### src/core/cbmi_map.vh
// register map, field positions and reset values of the mask/interrupt block
`ifndef CBMI_MAP_VH
`define CBMI_MAP_VH
`define CBMI_OFF_MASK_LOW   12'h000
`define CBMI_OFF_MASK_EXT   12'h004
`define CBMI_OFF_IRQ_EN     12'h008
`define CBMI_OFF_IRQ_PEND   12'h00C
`define CBMI_OFF_IRQ_CLR    12'h010
`define CBMI_OFF_CODE_EN    12'h014
`define CBMI_OFF_STATUS     12'h018
`define CBMI_OFF_CONFIG     12'h01C
`define CBMI_RST_WORD       16'h0000
`define CBMI_ERR_BIT        15
`define CBMI_LOW_ID_HI      15
`define CBMI_LOW_ID_LO      5
`define CBMI_LOW_RTR        4
`define CBMI_LOW_IDE        3
`define CBMI_EXT_EXTENDED_REMOTE_MASK       0
`define CBMI_STAT_RQ        4
`endif

### src/core/cbmi_prio_enc.v
// priority encoder producing the status interrupt source code
`timescale 1ns/1ps
module cbmi_prio_enc (
  input  wire [15:0] pend,
  input  wire [15:0] code_en,
  output reg         rq,
  output reg  [3:0]  code
);
  reg [15:0] act;
  integer    i;
  always @* begin
    act  = pend & code_en;
    rq   = 1'b0;
    code = 4'h0;
    // lowest buffer number wins; error outranks all buffers
    for (i = 14; i >= 0; i = i - 1) begin
      if (act[i]) begin
        rq   = 1'b1;
        code = i[3:0] + 4'h1;
      end
    end
    if (act[15]) begin
      rq   = 1'b1;
      code = 4'h0;
    end
  end
endmodule // cbmi_prio_enc

### src/core/cbmi_top.v
// basic mask acceptance for buffer 14 and interrupt bookkeeping, apb slave
// How it works
// basic mask acts only on acceptance filtering for buffer 14
// mask bit 0: incoming bit must equal buffer identifier bit
// mask bit 1: bit ignored; on accept buffer id bit takes received bit
// extended frames use mask 28:0, ide, srr via rtr mask, rtr via extended_remote_mask
// standard frames use mask 28:18 for id 10:0, rtr and ide only
// low word: mask 28:18 at 15:5, rtr 4, ide 3, mask 17:15 at 2:0
// enable register: bit 15 error, bits 14:0 buffer enables
// error enable 1 lets error state changes request an interrupt
// buffer enable 0 stops that buffer being an interrupt source
// buffer pending bit set after each good transfer through it
// error pending set on error counter status change
// software clears pending only through the clear register
// writing 1 to clear register clears pending; 0 leaves it
// clear bit 15 clears error pending, bits 14:0 buffer pendings
// software uses plain full writes to the clear register
// code enable register selects sources feeding the interrupt code
// error code enable gates error pending into the code
// buffer code enable gates buffer pending into the code
// code: none rq0/0, error rq1/0, buffer n rq1/n+1
// error type: 0 every bus error, 1 node state change only
// irq high while any pending bit has its enable set
// reset clears mask, enable, pending and code enable
`timescale 1ns/1ps
`include "cbmi_map.vh"
module cbmi_top #(
  parameter NBUF = 15
) (
  input  wire        pclk,
  input  wire        presetn,
  input  wire        psel,
  input  wire        penable,
  input  wire        pwrite,
  input  wire [11:0] paddr,
  input  wire [31:0] pwdata,
  output reg  [31:0] prdata,
  output reg         pready,
  output reg         pslverr,
  input  wire        rx_check,
  input  wire        rx_ext,
  input  wire [28:0] rx_id,
  input  wire        rx_rtr,
  input  wire        rx_srr,
  input  wire [28:0] buf_id,
  input  wire        buf_rtr,
  input  wire        buf_ide,
  input  wire        buf_srr,
  output reg         buf14_match,
  output reg  [28:0] buf14_new_id,
  output reg         buf14_new_rtr,
  output reg         buf14_new_srr,
  input  wire [14:0] buf_done,
  input  wire        bus_error,
  input  wire        node_state_change,
  output reg         cpu_irq,
  output reg         irq_rq,
  output reg  [3:0]  interrupt_source_code
);
  reg  [15:0] basic_mask_low_word;
  reg  [15:0] basic_mask_extended_word;
  reg  [15:0] can_interrupt_enable;
  reg  [15:0] can_interrupt_pending;
  reg  [15:0] can_interrupt_code_enable;
  reg         error_interrupt_type;
  reg  [15:0] next_pending;
  reg  [15:0] clr_mask;
  reg  [15:0] set_mask;
  reg  [31:0] rd_word;
  reg         rd_ok;
  wire [28:0] basic_mask_id_bits;
  wire        rtr_mask;
  wire        ide_mask;
  wire        extended_remote_mask;
  wire        enc_rq;
  wire [3:0]  enc_code;
  wire        acc;
  wire        wr_acc;
  wire        err_evt;
  reg  [28:0] id_care;
  reg         hit;

  assign acc    = psel & penable;
  assign wr_acc = acc & pwrite;

  // reassemble the 29-bit id mask from its two halves
  assign basic_mask_id_bits = {basic_mask_low_word[15:5],
                               basic_mask_low_word[2:0],
                               basic_mask_extended_word[15:1]};
  assign rtr_mask = basic_mask_low_word[`CBMI_LOW_RTR];
  assign ide_mask = basic_mask_low_word[`CBMI_LOW_IDE];
  assign extended_remote_mask =
    basic_mask_extended_word[`CBMI_EXT_EXTENDED_REMOTE_MASK];

  // acceptance compare for buffer 14
  always @* begin
    id_care = ~basic_mask_id_bits;
    hit     = 1'b0;
    if (rx_ext) begin
      hit = (((rx_id ^ buf_id) & id_care) == 29'h0)
            && (ide_mask | buf_ide)
            && (rtr_mask | (rx_srr == buf_srr))
            && (extended_remote_mask | (rx_rtr == buf_rtr));
    end else begin
      // standard id 10:0 sits against mask 28:18
      hit = (((rx_id[10:0] ^ buf_id[28:18]) & id_care[28:18]) == 11'h0)
            && (ide_mask | ~buf_ide)
            && (rtr_mask | (rx_rtr == buf_rtr));
    end
  end

  always @(posedge pclk or negedge presetn) begin
    if (!presetn) begin
      buf14_match   <= 1'b0;
      buf14_new_id  <= 29'h0;
      buf14_new_rtr <= 1'b0;
      buf14_new_srr <= 1'b0;
    end else begin
      buf14_match <= rx_check & hit;
      if (rx_ext) begin
        // masked bits take the received value
        buf14_new_id  <= (buf_id & id_care) |
                         (rx_id & basic_mask_id_bits);
        buf14_new_srr <= rtr_mask ? rx_srr : buf_srr;
        buf14_new_rtr <= extended_remote_mask ? rx_rtr : buf_rtr;
      end else begin
        buf14_new_id  <= {(buf_id[28:18] & id_care[28:18]) |
                          (rx_id[10:0] & basic_mask_id_bits[28:18]),
                          buf_id[17:0]};
        buf14_new_srr <= buf_srr;
        buf14_new_rtr <= rtr_mask ? rx_rtr : buf_rtr;
      end
    end
  end

  assign err_evt = error_interrupt_type ? node_state_change
                                        : bus_error;

  // pending flags: a set in the same cycle as its clear wins
  always @* begin
    clr_mask = 16'h0000;
    if (wr_acc && paddr == `CBMI_OFF_IRQ_CLR)
      clr_mask = pwdata[15:0];
    set_mask = {err_evt, buf_done[NBUF-1:0]};
    next_pending = (can_interrupt_pending & ~clr_mask) | set_mask;
  end

  always @(posedge pclk or negedge presetn) begin
    if (!presetn) begin
      basic_mask_low_word       <= `CBMI_RST_WORD;
      basic_mask_extended_word  <= `CBMI_RST_WORD;
      can_interrupt_enable      <= `CBMI_RST_WORD;
      can_interrupt_pending     <= `CBMI_RST_WORD;
      can_interrupt_code_enable <= `CBMI_RST_WORD;
      error_interrupt_type      <= 1'b0;
    end else begin
      can_interrupt_pending <= next_pending;
      if (wr_acc) begin
        case (paddr)
          `CBMI_OFF_MASK_LOW: begin
            basic_mask_low_word <= pwdata[15:0];
          end
          `CBMI_OFF_MASK_EXT: begin
            basic_mask_extended_word <= pwdata[15:0];
          end
          `CBMI_OFF_IRQ_EN: begin
            can_interrupt_enable <= pwdata[15:0];
          end
          `CBMI_OFF_CODE_EN: begin
            can_interrupt_code_enable <= pwdata[15:0];
          end
          `CBMI_OFF_CONFIG: begin
            error_interrupt_type <= pwdata[0];
          end
          default: begin
          end
        endcase
      end
    end
  end

  cbmi_prio_enc u_enc (
    .pend    (can_interrupt_pending),
    .code_en (can_interrupt_code_enable),
    .rq      (enc_rq),
    .code    (enc_code)
  );

  always @(posedge pclk or negedge presetn) begin
    if (!presetn) begin
      cpu_irq               <= 1'b0;
      irq_rq                <= 1'b0;
      interrupt_source_code <= 4'h0;
    end else begin

      cpu_irq <= |(can_interrupt_pending & can_interrupt_enable);
      irq_rq                <= enc_rq;
      interrupt_source_code <= enc_code;
    end
  end

  // read mux; clear register reads zero, pending is read-only
  always @* begin
    rd_word = 32'h0000_0000;
    rd_ok   = 1'b1;
    case (paddr)
      `CBMI_OFF_MASK_LOW:  rd_word[15:0] = basic_mask_low_word;
      `CBMI_OFF_MASK_EXT:  rd_word[15:0] = basic_mask_extended_word;
      `CBMI_OFF_IRQ_EN:    rd_word[15:0] = can_interrupt_enable;
      `CBMI_OFF_IRQ_PEND:  rd_word[15:0] = can_interrupt_pending;
      `CBMI_OFF_IRQ_CLR:   rd_word[15:0] = 16'h0000;
      `CBMI_OFF_CODE_EN:   rd_word[15:0] = can_interrupt_code_enable;
      `CBMI_OFF_STATUS:    rd_word[4:0]  = {irq_rq, interrupt_source_code};
      `CBMI_OFF_CONFIG:    rd_word[0]    = error_interrupt_type;
      default:             rd_ok         = 1'b0;
    endcase
  end

  // zero-wait apb: pready pulses in the access cycle
  always @(posedge pclk or negedge presetn) begin
    if (!presetn) begin
      prdata  <= 32'h0000_0000;
      pready  <= 1'b0;
      pslverr <= 1'b0;
    end else begin
      pready  <= psel & ~penable;
      pslverr <= psel & ~penable & ~rd_ok;
      if (psel & ~penable & ~pwrite)
        prdata <= rd_word;
    end
  end
endmodule // cbmi_top

### config.mk
export PLATFORM = sky130hd
export DESIGN_NAME = cbmi_top
export DESIGN_NICKNAME = d
export VERILOG_FILES = /design/src/core/cbmi_prio_enc.v /design/src/core/cbmi_top.v
export VERILOG_INCLUDE_DIRS = /design/src /design/src/core
export SDC_FILE = /design/constraint.sdc
export NUM_CORES = 1
export LEC_CHECK = 0
export BUFFER_PORTS_ARGS = -buffer_cell sky130_fd_sc_hd__buf_4
export CORE_ASPECT_RATIO = 1.5
export CORE_MARGIN = 1.5
export CORE_UTILIZATION = 52
export DETAILED_ROUTE_END_ITERATION = 10
export GPL_ROUTABILITY_DRIVEN = 0
export PLACE_DENSITY = 0.8
export SLEW_MARGIN = 20
export SYNTH_ARGS = -nofsm -noshare
export SYNTH_HDL_FRONTEND = slang
export SYNTH_SLANG_ARGS = --single-unit
### constraint.sdc
create_clock -name pclk -period 2.2 [get_ports pclk]
set_clock_uncertainty 0.2 [all_clocks]
set_input_delay 0.33 -clock pclk [delete_from_list [all_inputs] [get_ports pclk]]
set_output_delay 0.33 -clock pclk [all_outputs]
set_load 0.005 [all_outputs]
After elaboration in Yosys (flattened, before gate mapping)
Cells that the tools add are included.

storage, ports and cells
  register bits = 137
  latch bits = 0
  memory bits (writable) = 0
  ROM bits = 0
  input bits = 131
  output and inout port bits = 72
  logic and storage cells = 117
  memories = 0

cells by class
  add/subtract/negate cells = 0
  $mul = 0
  div/mod/pow operators = 0
  order comparisons = 0
  equality and inequality tests = 9
  shift-type cells = 0
  muxes and demuxes = 45
  bitwise gates (word level) = 31
  reduce and logical (&&, ||, !) cells = 16

operator list
  operator                                        count
  AND 29 bit                                      3
  two-way mux 4 bit                               16
  one-hot mux 11 bit (5 select lines)             1
  AND 16 bit                                      3
  == test 12 x 5 -> 1 bit, second input constant  4
  AND 11 bit                                      3
  logical NOT 29 bit                              1
  two-way mux 29 bit                              1
  NOT 29 bit                                      1
  bitwise OR 29 bit                               1
  XOR 29 bit                                      1
  == test 12 x 4 -> 1 bit, second input constant  2
  two-way mux 1 bit                               24
  one-hot mux 4 bit (6 select lines)              1
  two-way mux 16 bit                              1
  NOT 16 bit                                      1
  bitwise OR 16 bit                               1
  OR reduction 16 bit                             1
  == test 12 x 3 -> 1 bit, second input constant  1
  logical NOT 12 bit                              1
  logical NOT 11 bit                              1
  bitwise OR 11 bit                               1
  XOR 11 bit                                      1
  AND reduction 2 bit                             5
  7 further kinds                                 25

Logic depth before layout (Yosys ltp)
Gate-level depths: netlist of run 1.

  depth in word-level cells = 17
  mapped depth = 7
  gate-level depth less buffers = 5

By module
Synthesis of run 1 repeated with hierarchy kept, for this count alone.

unflattened totals
  cell total of the unflattened synthesis = 610
  area total of the unflattened synthesis = 7,036.7 um2

modules (own cells, without submodules)
  module         times used  cells an instance  area an instance (um2)  sequential area each (um2)
  cbmi_top       1           572                6,801.5                 3,428.3
  cbmi_prio_enc  1           38                 235.2                   0.0

Worst setup path before layout of run 1
No wires, ideal clock.

  path kind = input to register
  start = input port paddr[1]
  end = register basic_mask_low_word[10]
  library setup time = 0.125 ns
  data arrival time = 1.905 ns
  required time = 1.875 ns
  slack = -0.030 ns
  stages = 5
  buffers on the path = 1
  cell sequence = nor3_1 nand3_4 nor4_4 buf_6 mux2_2

on the way
  word-level cells in the longest chain between the ends = 2

ends and longest elaborated chain
  what                                  RTL line        RTL
  start, declared                       cbmi_top.v:35   input wire [11:0] paddr,
  logical NOT 12 bit                    cbmi_top.v:159  case (paddr)
  AND reduction 2 bit (no source line)  --
  end signal, assigned                  cbmi_top.v:150  basic_mask_low_word <= `CBMI_RST_WORD;
  end signal, assigned                  cbmi_top.v:161  basic_mask_low_word <= pwdata[15:0];
  end, declared                         cbmi_top.v:60   reg [15:0] basic_mask_low_word;

No other way between the ends.
A chain may end at the register's enable or synchronous reset.

Worst setup path in the final report of run 1
  start = input port buf_id[9]
  end = register buf14_match

on the way
  word-level cells in the longest chain between the ends = 8

ends and longest elaborated chain
  what                  RTL line        RTL
  start, declared       cbmi_top.v:45   input wire [28:0] buf_id,
  XOR 29 bit            cbmi_top.v:100  hit = (((rx_id ^ buf_id) & id_care) == 29'h0)
  AND 29 bit            cbmi_top.v:100
  logical NOT 29 bit    cbmi_top.v:100
  logical AND 1 bit     cbmi_top.v:101  && (ide_mask | buf_ide)
  logical AND 1 bit     cbmi_top.v:102  && (rtr_mask | (rx_srr == buf_srr))
  logical AND 1 bit     cbmi_top.v:103  && (extended_remote_mask | (rx_rtr == buf_rtr));
  two-way mux 1 bit     cbmi_top.v:99   if (rx_ext) begin
  AND 1 bit             cbmi_top.v:119  buf14_match <= rx_check & hit;
  end signal, assigned  cbmi_top.v:119
  end, declared         cbmi_top.v:49   output reg buf14_match,

No other way between the ends.

==> results by stage, run 1 <==
Status:
- The flow ran to the end, and the final reports show no timing, DRC or antenna violations.

Setup path:
- The number of cells on the worst reg-to-reg path is 4.
- The type of origin of the critical path is an input port.
- The required time at the worst-slack endpoint is 2.34 ns.
- The launch point of the worst reg-to-reg path is basic_mask_low_word[4].
- The launching instance or port of the critical path is buf_id[9].
- The kind of critical path is in2reg.
- The data arrival time of the worst path is between 2 and 2.5 ns.
- The maximum fanout along the worst path is 2.
- The endpoint kind of the worst setup timing path is a flop.

Logic synthesis:
- The most instantiated library cell after synthesis is dfrtp_1.
- The number of warnings printed during yosys synthesis is 0.
- The synthesized netlist contains 46 unique library cells.
- After synthesis, the cell types taking the most area are dfrtp_1 49%, mux2_2 15%, xnor2_1 5.3%.
- The share of async-settable or async-resettable flops after synthesis is between 90% and 100%.
- The synthesized design contains 137 register bits.
- The share of the yosys chip area belonging to registers is about 49%.
- Summed over all instances, the cell type with the most area after synthesis is dfrtp_1.
- Among all flip-flop cells after synthesis, the most frequent one is dfrtp_1.
- Each instance of the synthesized netlist takes up on average ~11 um^2.
- The synthesized instance count is between 600 and 700.
- The combined area of all synthesized cells is 6980 um^2.
- Of the post-synthesis cell area, the dominant cell type holds slightly below 50%.
- The commonest cells after synthesis are 137 x dfrtp_1, 90 x mux2_2, 67 x nand2_1.
- The count of flip-flops with a built-in enable after synthesis is 0.

GRT:
- The maximum number of pins on one net before global-route repair is 48.
- The first-pass GRT wire length is 35.3 mm.
- The number of global-route vias before repair came to 6686.
- The initial antenna violation count came to 0.
- In the global route stage, overall resource usage came out at about a third.
- For this run the aggregate overflow at the end of global routing stands at 0.

Route:
- The total routed wirelength is roughly 22 mm.
- For this block, the via count after detailed routing is approximately 6300.
- The number of iterations in the first detailed-routing pass is 5.
- The uppermost layer routed is met4.
- The remaining antenna violation count after routing is 0.
- For this run, design rule violations remaining after detail routing come to 0.
- The first routing iteration left a little under 500 violations.
- The total length of routed met2 wires is ~12 mm.
- The routed design uses around 1.6 mm of met3 wire.
- The wire length the detailed router placed on met1 is approximately 7.7 mm.
- Dividing the detail-routed wire length by the instance count gives ~21 um.
- The per-cell via count in the routed design is 5.96.

Die:
- The floorplan die area is around 14000 um^2.
- The floorplan die height is 145 um.
- The number of top-level pins is just over 200.
- The initialized floorplan defines 51 standard-cell rows.
- The die extent in x is 97.6 um.
- The region available for standard cell placement spans 13000 um^2.
- Once the floorplan was initialized, standard cells occupied around 54% of the core.

Hold path:
- The worst hold path begins at pwdata[15].
- Along the worst hold path, the cell count comes to 2.
- The path class of the lowest-slack min-delay path is in2reg.

STA:
- The maximum clock rate is approximately 490 MHz.
- The final setup violation count is 0.
- Adding up every negative setup slack in the final design gives 0 ns.
- Setup repair after global routing left no endpoint under its margin.
- For the pin with the worst max-slew slack, the measured transition is approximately 0.66 ns.
- The number of slew-limit violations in the final report is 0.
- The hold slack is 0.00614 ns.
- The worst max-slew margin expressed relative to the limit is a little under three fifths.
- The final critical-path share of the clock period is 93.5%.
- The time the final worst path needs with I/O delays and setup is 2.06 ns.
- The number of hold violations in the final report came to 0.

CTS:
- The insertion delay to the later sink of the worst-skew pair is between 0.4 and 0.5 ns.
- The CTS H-tree depth is 4.
- Clock-pin slew was measured on the worst setup and hold paths at ~0.06 ns.
- Post-CTS timing repair inserted 0 buffers for setup.
- Clock tree synthesis inserted a total of 17 buffers.
- The cell at the root of the clock tree is clkbuf_16.
- The number of sinks on the clock net is approximately 140.
- TritonCTS built the clock tree.
- The maximum root-to-sink buffer count is 2.

Place:
- The port buffer count is between 150 and 200.
- The HPWL after detailed placement is between 15 and 20 mm.

Layout:
- The number of antenna diodes in the final layout is 0.
- The synthesis-to-finish area growth is 42.7%.
- At the end of the flow, the number of nets in the layout was ~1000.
- The fraction of layout instances using a drive strength above 1 is around two fifths.

Pwr:
- The power per cell area is approximately 650 nW/um^2.
- The maximum resistive drop on vdd is around 0.56 mV.
- Summed over all cells, the static leakage comes to between 0.004 and 0.005 uW.

Job:
- The number of max-cap violations is 0.
registers in the layout, summed over array words and instances, names as in the netlist:
| register | cells |
|---|---|
| basic_mask_extended_word | 16 |
| basic_mask_low_word | 16 |
| buf14_match | 1 |
| buf14_new_id | 29 |
| buf14_new_rtr | 1 |
| buf14_new_srr | 1 |
| can_interrupt_code_enable | 16 |
| can_interrupt_enable | 16 |
| can_interrupt_pending | 16 |
| cpu_irq | 1 |
| error_interrupt_type | 1 |
| interrupt_source_code | 4 |
| irq_rq | 1 |
| prdata | 16 |
| pready | 1 |
| pslverr | 1 |
cells by family after synthesis:
| logic type | Yosys count | synth area share [%] |
|---|---|---|
| other | 1 | 0.0537 |
| buffers and inverters | 41 | 3.51 |
| AND/OR/NAND/NOR | 144 | 10.7 |
| flip-flops | 137 | 49.1 |
| multiplexers | 116 | 18.6 |
| AO/OA/AOI/OAI | 132 | 12.8 |
| XOR/XNOR | 42 | 5.27 |
critical path, stage by stage:
cell	delay, ns
dlygate4sd3_1	0.54
buf_4	0.14
xnor2_1	0.15
o22ai_1	0.19
nor4_1	0.40
buf_4	0.18
nand4_1	0.08
a21boi_0	0.18
layout make-up:
cell class,instances,area (um^2)
clock buffer,20,447
clock inverter,12,173
fill,803,3060
inverter,2,7.51
multi-input combinational,450,3370
sequential,137,3430
tap,159,199
timing repair buffer,277,2330
layer usage:
layer,GRT usage [%],vias to the layer above
met4,18.6,0
li1,-,2761
met5,0,-
met2,57.0,368
met1,35.8,3082
met3,5.68,88
through the flow:
stage / worst slack (ns) / cells / utilization [%] / total power, uW / area, um^2
6_report: 0.142 / 1057 / 76.5 / 6450 / 9960
4_1_cts: 0.0272 / 1057 / 76.5 / 6450 / 9960
2_1_floorplan: -0.0149 / 628 / - / 2920 / 7040
5_1_grt: 0.0277 / 1057 / 76.5 / 6640 / 9960
3_3_place_gp: -0.0743 / 958 / 66.6 / 3340 / 8670
3_5_place_dp: -0.0595 / 958 / 66.6 / 3360 / 8670
final timing paths:
check	endpoint	slack, ns
max	buf14_match	0.14
min	basic_mask_extended_word[15]	0.006
max reg2reg	buf14_new_rtr	0.18
min reg2reg	prdata[2]	0.29
max in group asynchronous	basic_mask_extended_word[14]	0.83
min in group asynchronous	can_interrupt_pending[15]	0.28
placed cells by master, fill, tap and decap left out, types with 6 or more instances in the layout:
cell,n
nand2_1,67
xnor2_1,42
dlygate4sd3_1,67
buf_4,203
nor2b_1,7
a21o_1,16
a21oi_1,28
nand3_1,6
dfrtp_1,137
o22ai_1,20
a31oi_1,6
mux2i_1,23
a221oi_1,7
a22o_1,7
o21ai_0,16
buf_12,7
conb_1,16
clkbuf_16,17
mux2_2,90
a22oi_1,15
nor2_1,30
power breakdown:
part / leakage (uW) / total (uW) / switching, uW / internal, uW
sequential: 0.00174 / 2600 / 27.6 / 2570
clock: 0.000300 / 3020 / 1100 / 1920
combinational: 0.00252 / 830 / 386 / 445
what timing repair did:
action                                  in CTS  in global routing
endpoints found under the setup margin       0                  2
hold buffers                                67                  0
resized for setup                            0                  1
hold endpoints to repair                   106                  0
Note: power is estimated with default switching activity, not from simulation.
==> inputs of run 2 (changes only) <==
SKIP_CTS_REPAIR_TIMING = 1   (was default)
clock period = 2.3 ns   (was 2.2 ns; I/O delays follow)
==> run 2 against run 1 <==
Final cell count shrank 2.9%. Via count shrank 3.0%. Setup slack gained 0.069 ns. Register-to-register slack gained 0.06 ns. First-iteration DRC count shrank 32%. Sequential share of layout area grew 0.95 points. Total power shrank 2.9%. Clock-buffer cell count grew 1. Clock power is essentially flat. Largest power group unchanged. Highest routed layer unchanged.
==> results by stage, run 2 (synthesis results as in run 1) <==
GRT:
- The met3 global-route usage was 5.83% (+0.14 points).
- The met1 layer usage reported by global route was 33.8% (-2.1 points).
- The global route total overflow is 0 (unchanged).
- The total global routing track utilization was 30.0% (-2.2 points).
- The busiest layer in global routing is met2.
- The first-pass GRT wire length is 32.7 mm (-7.3%).
- The number of global-route vias before repair came to 6153 (-8.0%).
- The initial antenna violation count is 0 (unchanged).
- The maximum number of pins on one net before global-route repair is 46 (-4.2%).
- The met2 usage came to 52.1% (-4.9 points).

Route:
- The per-cell via count in the routed design is 5.96 (about the same).
- The total routed wirelength came to 21.4 mm (-4.0%).
- The remaining antenna violation count after routing is 0 (unchanged).
- The routed wire length per instance is 20.9 um (-1.1%).
- The routed via count is 6112 (-3.0%).
- The number of DRC violations after detailed-routing iteration 0 is 327 (-32%).
- The detailed-route DRC error count is 0 (unchanged).
- The number of iterations in the first detailed-routing pass is 6 (+1).

Die:
- The floorplan die area was 14100 um^2 (unchanged).
- The number of top-level pins is 203 (unchanged).
- The number of placement rows is 51 (unchanged).
- The die extent in x came to 97.6 um (unchanged).
- The effective utilization at floorplan is 53.6% (unchanged).
- The placeable core region is 13000 um^2 (unchanged).
- The floorplan die height was 145 um (unchanged).

Place:
- The port buffer count is 170 (unchanged).
- The cell total after placement came to 946 (-1.3%).
- The minimum setup slack after placement is -0.0418 ns (+0.0177 ns).
- The HPWL after detailed placement is 15.8 mm (+0.90%).

Setup path:
- The slowest stage of the critical path belongs to the cell dlygate4sd3_1.
- The maximum cell stage delay along the critical path is 0.54 ns (about the same).
- The worst setup path is launched from an input port.
- The maximum fanout along the worst path was 15 (+13).
- Grouping stages by cell kind, the critical path spends the most delay in buffers and inverters.
- The worst setup path is captured at a flop.
- The number of buffer and inverter instances along the worst setup path is 3 (unchanged).
- Walking the worst path, the cells encountered are dlygate4sd3_1, buf_4, nor2b_1, nor2b_1, buf_4, nand2b_1, a211oi_1, a21o_1.
- The kind of critical path is in2reg.
- The required time at the worst-slack endpoint is 2.46 ns (+0.12 ns).
- The data arrival time of the worst path is 2.25 ns (+0.05 ns).

Pwr:
- The clock network power share is 48.4% (+1.6 points).
- The reported leakage power is 0.00442 uW (-2.9%).
- The power per cell area is 646 nW/um^2 (-0.20%).
- The net switching power came to 1430 uW (-5.5%).
- The total internal power is 4840 uW (-2.1%).
- The maximum resistive drop on vdd is 0.504 mV (-11%).
- The combinational share of power came to 11.9% (-1.0 points).
- The portion of total power attributed to sequential cells is 39.7% (-0.6 points).
- The switching share of total power is 22.8% (-0.63 points).

CTS:
- The number of sinks on the clock net is 137 (unchanged).
- The maximum root-to-sink buffer count is 2 (unchanged).
- The CTS H-tree depth is 4 (unchanged).
- The number of clock buffers inserted by TritonCTS is 17 (unchanged).
- Clock tree synthesis selected as its root buffer the cell clkbuf_16.
- The clock slew seen by the registers of the worst setup and hold paths is 0.06 ns (about the same).
- The insertion delay to the later sink of the worst-skew pair is 0.42 ns (about the same).
- TritonCTS built the clock tree.

Layout:
- buf14_new_id holds more flip-flops than any other register.
- The library cell used most frequently in the layout, excluding fill and tap cells, is buf_4.
- The number of cells in the finished layout apart from fillers is 1026 (-2.9%).
- The core utilization of the finished layout is 74.5% (-2.0 points).
- The net count of the finished layout is 985 (-3.1%).
- The fraction of layout instances using a drive strength above 1 is 37.8% (-0.25 points).
- In the layout the commonest cells are 192 x buf_4, 137 x dfrtp_1, 90 x mux2_2.
- The number of flip-flops under the largest register name was 29 (unchanged).
- The synthesis-to-finish area growth is 38.8%.
- The number of antenna cells inserted is 0 (unchanged).

STA:
- The number of slew-limit violations in the final report is 0 (unchanged).
- The final critical-path share of the clock period is 90.8%.
- The worst max-slew margin expressed relative to the limit is 58.0% (+1.7 points).
- Setup repair after global routing left no endpoint under its margin.
- The maximum clock rate is around 480 MHz.
- The final setup violation count was 0 (unchanged).
- The number of hold violations in the final report is 0 (unchanged).
- The post-route worst setup slack is 0.211 ns (+0.0694 ns).
- The transition time of the tightest slew-check pin is 0.630 ns (-0.0258 ns).
- The time the final worst path needs with I/O delays and setup is between 2 and 2.5 ns.

Status:
- The run finished with clean final reports.

Job:
- The number of max-cap violations came to 0 (unchanged).

Hold path:
- The path class of the lowest-slack min-delay path is in2reg.
-- run 2: through the flow --
step                      total power (uW)  TNS [ns]  hold slack (ns)  instance area [um^2]
after global routing                  6450         0          0.00305                  9700
after detailed placement              3200   -0.0418            0.193                  8560
final                                 6270         0         0.000402                  9700
after CTS                             6210         0           -0.244                  9220
after floorplan                       2800         0           -0.151                  7040
after global placement                3180         0            0.189                  8560
-- run 2: final cells by class --
cell class                 count  area (um^2)
tap                          159          199
fill                         852         3320
multi-input combinational    450         3370
inverter                       2         7.51
clock inverter                11          193
sequential                   137         3430
clock buffer                  21          460
timing repair buffer         246         2040
-- run 2: worst paths after layout --
| kind | from | end | depth (start not counted) | slack (ns) |
|---|---|---|---|---|
| min in group asynchronous | presetn | can_interrupt_pending[8] | 2 | 0.28 |
| min | buf_id[25] | buf14_new_id[25] | 3 | 0.0004 |
| min reg2reg | prdata[2] | prdata[2] | 1 | 0.29 |
| max | penable | prdata[2] | 8 | 0.21 |
| max in group asynchronous | presetn | can_interrupt_pending[14] | 3 | 0.93 |
| max reg2reg | basic_mask_low_word[6] | buf14_match | 4 | 0.24 |
-- run 2: layer usage --
layer,vias to the layer above,wire (um)
met3,94,1360
met5,-,0
met4,0,1400
met1,2993,7620
li1,2695,-
met2,330,11000
-- run 2: power by group through the flow --
stage | Combinational, uW | Clock (uW) | Sequential [uW]
CTS | 672 | 3050 | 2490
floorplan | 263 | 0 | 2530
global route | 796 | 3160 | 2490
detailed placement | 666 | 0 | 2530
finish | 744 | 3030 | 2490
global placement | 651 | 0 | 2530
-- run 2: worst register-to-register path, cell delays in order, from the launching register on --
cell,delay (ns)
dfrtp_1,0.36
o22ai_1,0.14
or4_1,0.54
or4_1,0.52
a21boi_0,0.21
==> inputs of run 3 (changes only) <==
CORE_MARGIN = 3   (was 1.5)
HOLD_SLACK_MARGIN = 0.15   (was default)
==> run 3 against run 2 <==
First-iteration DRC count increased by 40%. Die area increased by 5.2%. Critical path type unchanged. Final cell count increased by 5.4%. Sequential power is essentially flat. Routed wire length rose by 7.3%. Critical endpoint is now can_interrupt_pending[1]. Worst hold slack gained 0.22 ns. Total power decreased by 2.8%. Clock power shrank 8.6%. Non-clock buffer count is 55 higher. Flip-flop and latch count did not move.
==> results by stage, run 3 (synthesis results as in run 1) <==
CTS:
- TritonCTS built the clock tree.
- The number of sinks on the clock net came to 137 (unchanged).
- The cell at the root of the clock tree is clkbuf_16.
- The maximum root-to-sink buffer count is 2 (unchanged).
- The insertion delay to the later sink of the worst-skew pair is 0.42 ns (about the same).
- The CTS H-tree depth is 4 (unchanged).
- The number of clock buffers inserted by TritonCTS is 17 (unchanged).
- The clock slew seen by the registers of the worst setup and hold paths is 0.06 ns (about the same).

STA:
- The time the final worst path needs with I/O delays and setup came to 2.20 ns (+0.115 ns).
- The final setup TNS came to 0 ns (unchanged).
- The number of hold violations in the final report is 0 (unchanged).
- The final setup violation count is 0 (unchanged).
- The final critical-path share of the clock period was 95.8% (+5.0 points).
- The maximum clock rate is 454 MHz (-5.2%).
- The number of slew-limit violations in the final report is 0 (unchanged).
- The worst max-slew margin expressed relative to the limit is 65.7% (+7.6 points).
- The hold slack is 0.219 ns (+0.218 ns).
- Setup repair after global routing left no endpoint under its margin.
- The transition time of the tightest slew-check pin is 0.515 ns (-0.115 ns).

Setup path:
- The maximum fanout along the worst path came to 8 (-7).
- The endpoint of the worst-slack reg-to-reg timing path is buf14_match.
- Traced cell by cell, the critical path runs through buf_4, nor4_4, nand3_4, nor4_4, nand2_1, a21o_1, dlygate4sd3_1.
- The slack of the worst reg-to-reg path is 0.20 ns (-0.04 ns).
- The largest delay contributor family on the critical path is simple AND/OR/NAND/NOR gates.
- The depth of the most critical reg-to-reg path is 4 (unchanged).
- The worst setup path is of the in2reg kind.
- The type of origin of the critical path is an input port.
- The most frequent cell on the critical path is nor4_4.
- The endpoint kind of the worst setup timing path is a flop.
- The maximum cell stage delay along the critical path is 0.55 ns (about the same).
- The number of buffer and inverter instances along the worst setup path came to 2 (-1).
- The data arrival time of the worst path is 2.30 ns (+0.05 ns).
- The master of the slowest instance on the critical path is dlygate4sd3_1.
- The required time at the worst-slack endpoint is 2.39 ns (-0.07 ns).
- The launch point of the worst reg-to-reg path is basic_mask_low_word[13].

Layout:
- The number of flip-flops under the largest register name is 29 (unchanged).
- Ranked by flip-flop count, first place goes to buf14_new_id.
- The library cells used most frequently in the layout, excluding fill and tap cells, are 195 x buf_4, 137 x dfrtp_1, 100 x dlygate4sd3_1.
- The synthesis-to-finish area growth is 45.9%.
- The core utilization of the finished layout was 77.9% (+3.4 points).
- The number of fill cells is 748 (-12%).
- Leaving out fill and tap cells, the most frequent cell in the layout is buf_4.
- The fraction of layout instances using a drive strength above 1 is 36.0% (-1.8 points).
- The number of antenna cells inserted came to 0 (unchanged).
- The number of cells in the finished layout apart from fillers came to 1081 (+5.4%).
- The net count of the finished layout is 1040 (+5.6%).

Route:
- The number of iterations in the first detailed-routing pass came to 5 (-1).
- The number of DRC violations after detailed-routing iteration 0 is 457 (+40%).
- The detailed-route DRC error count is 0 (unchanged).
- The routed via count was 6410 (+4.9%).
- The routed wire length per instance is 21.3 um (+1.9%).
- The per-cell via count in the routed design is 5.93 (-0.46%).
- The total routed wirelength is 23.0 mm (+7.3%).
- The remaining antenna violation count after routing is 0 (unchanged).

Die:
- The number of placement rows is 51 (unchanged).
- The floorplan die height is 148 um (+2.1%).
- The floorplan die area is 14900 um^2 (+5.2%).
- The number of top-level pins is 203 (unchanged).
- The effective utilization at floorplan is 53.4% (-0.26 points).
- The die extent in x is 101 um (+3.1%).
- The placeable core region is 13100 um^2 (+0.49%).

Hold path:
- The worst-case hold path end point is buf14_match.
- The path class of the lowest-slack min-delay path is in2reg.
- The source of the worst hold timing path is buf_ide.
- The worst hold path depth came to 5 (+2).

GRT:
- The number of global-route vias before repair is 6057 (-1.6%).
- The initial antenna violation count is 0 (unchanged).
- The total global routing track utilization is 28.5% (-1.5 points).
- The global route total overflow was 0 (unchanged).
- The maximum number of pins on one net before global-route repair came to 52 (+13%).
- The first-pass GRT wire length was 32.3 mm (-1.5%).

Pwr:
- The power per cell area is 597 nW/um^2 (-7.6%).
- The reported leakage power is 0.00464 uW (+4.8%).
- The total design power is 6090 uW (-2.8%).
- The maximum resistive drop on vdd was 0.609 mV (+21%).

Job:
- The number of max-cap violations is 0 (unchanged).

Place:
- The HPWL after detailed placement is 15.9 mm (+0.80%).
- The port buffer count was 170 (unchanged).
- The cell total after placement is 949 (+0.32%).

Status:
- The run finished with clean final reports.
-- run 3: cell count changes in the layout (fill, tap and decap cells not counted) --
cell / change
dlygate4sd3_1: +52
bufinv_16: -2
buf_4: +3
clkbuf_1: -1
clkinv_2: +3
-- run 3: worst max-delay path by stage --
stage,start,to,slack (ns),depth (start not counted)
6_report,paddr[9],can_interrupt_pending[1],0.1,7
3_5_place_dp,paddr[9],can_interrupt_enable[4],-0.02,6
3_3_place_gp,paddr[9],can_interrupt_pending[9],0.05,7
5_1_grt,paddr[9],can_interrupt_pending[1],0.01,7
4_1_cts,basic_mask_low_word[6],buf14_match,0.25,4
2_1_floorplan,paddr[1],basic_mask_low_word[10],0.05,5
-- run 3: power by group --
group          internal, uW  switching, uW
Sequential             2460           27.4
Combinational           450            377
Clock                  1760           1020
Total                  4670           1420
-- run 3: metrics by stage --
stage / setup WS, ns / area, um^2
6_report: 0.0965 / 10200
5_1_grt: 0.0131 / 10200
4_1_cts: 0.250 / 9190
3_5_place_dp: -0.0237 / 8580
3_3_place_gp: 0.0470 / 8580
2_1_floorplan: 0.0547 / 7040
-- run 3: layout make-up --
type                            instances  area, um^2  area share (%)
Clock inverter                         12         148            1.45
Sequential cell                       137        3430            33.6
Multi-Input combinational cell        450        3370            33.0
Inverter                                2        7.51          0.0737
Clock buffer                           20         457            4.48
Timing Repair Buffer                  301        2580            25.4
Tap cell                              159         199            1.95
-- run 3: per-layer routing --
layer | global-route usage (%) | vias up | part of all wire (%)
li1 | - | 2825 | -
met1 | 32.9 | 3118 | 35
met5 | 0 | - | 0
met2 | 50.5 | 375 | 53
met3 | 4.77 | 92 | 7.1
met4 | 13.6 | 0 | 5.2
-- run 3: worst min-delay path: cells and delay by family --
| family | cells | cell delay [ns] |
|---|---|---|
| AOI/OAI and AO/OA | 3 | 0.22 |
| buffers and inverters | 1 | 0.09 |
| and+or+nand+nor | 1 | 0.14 |
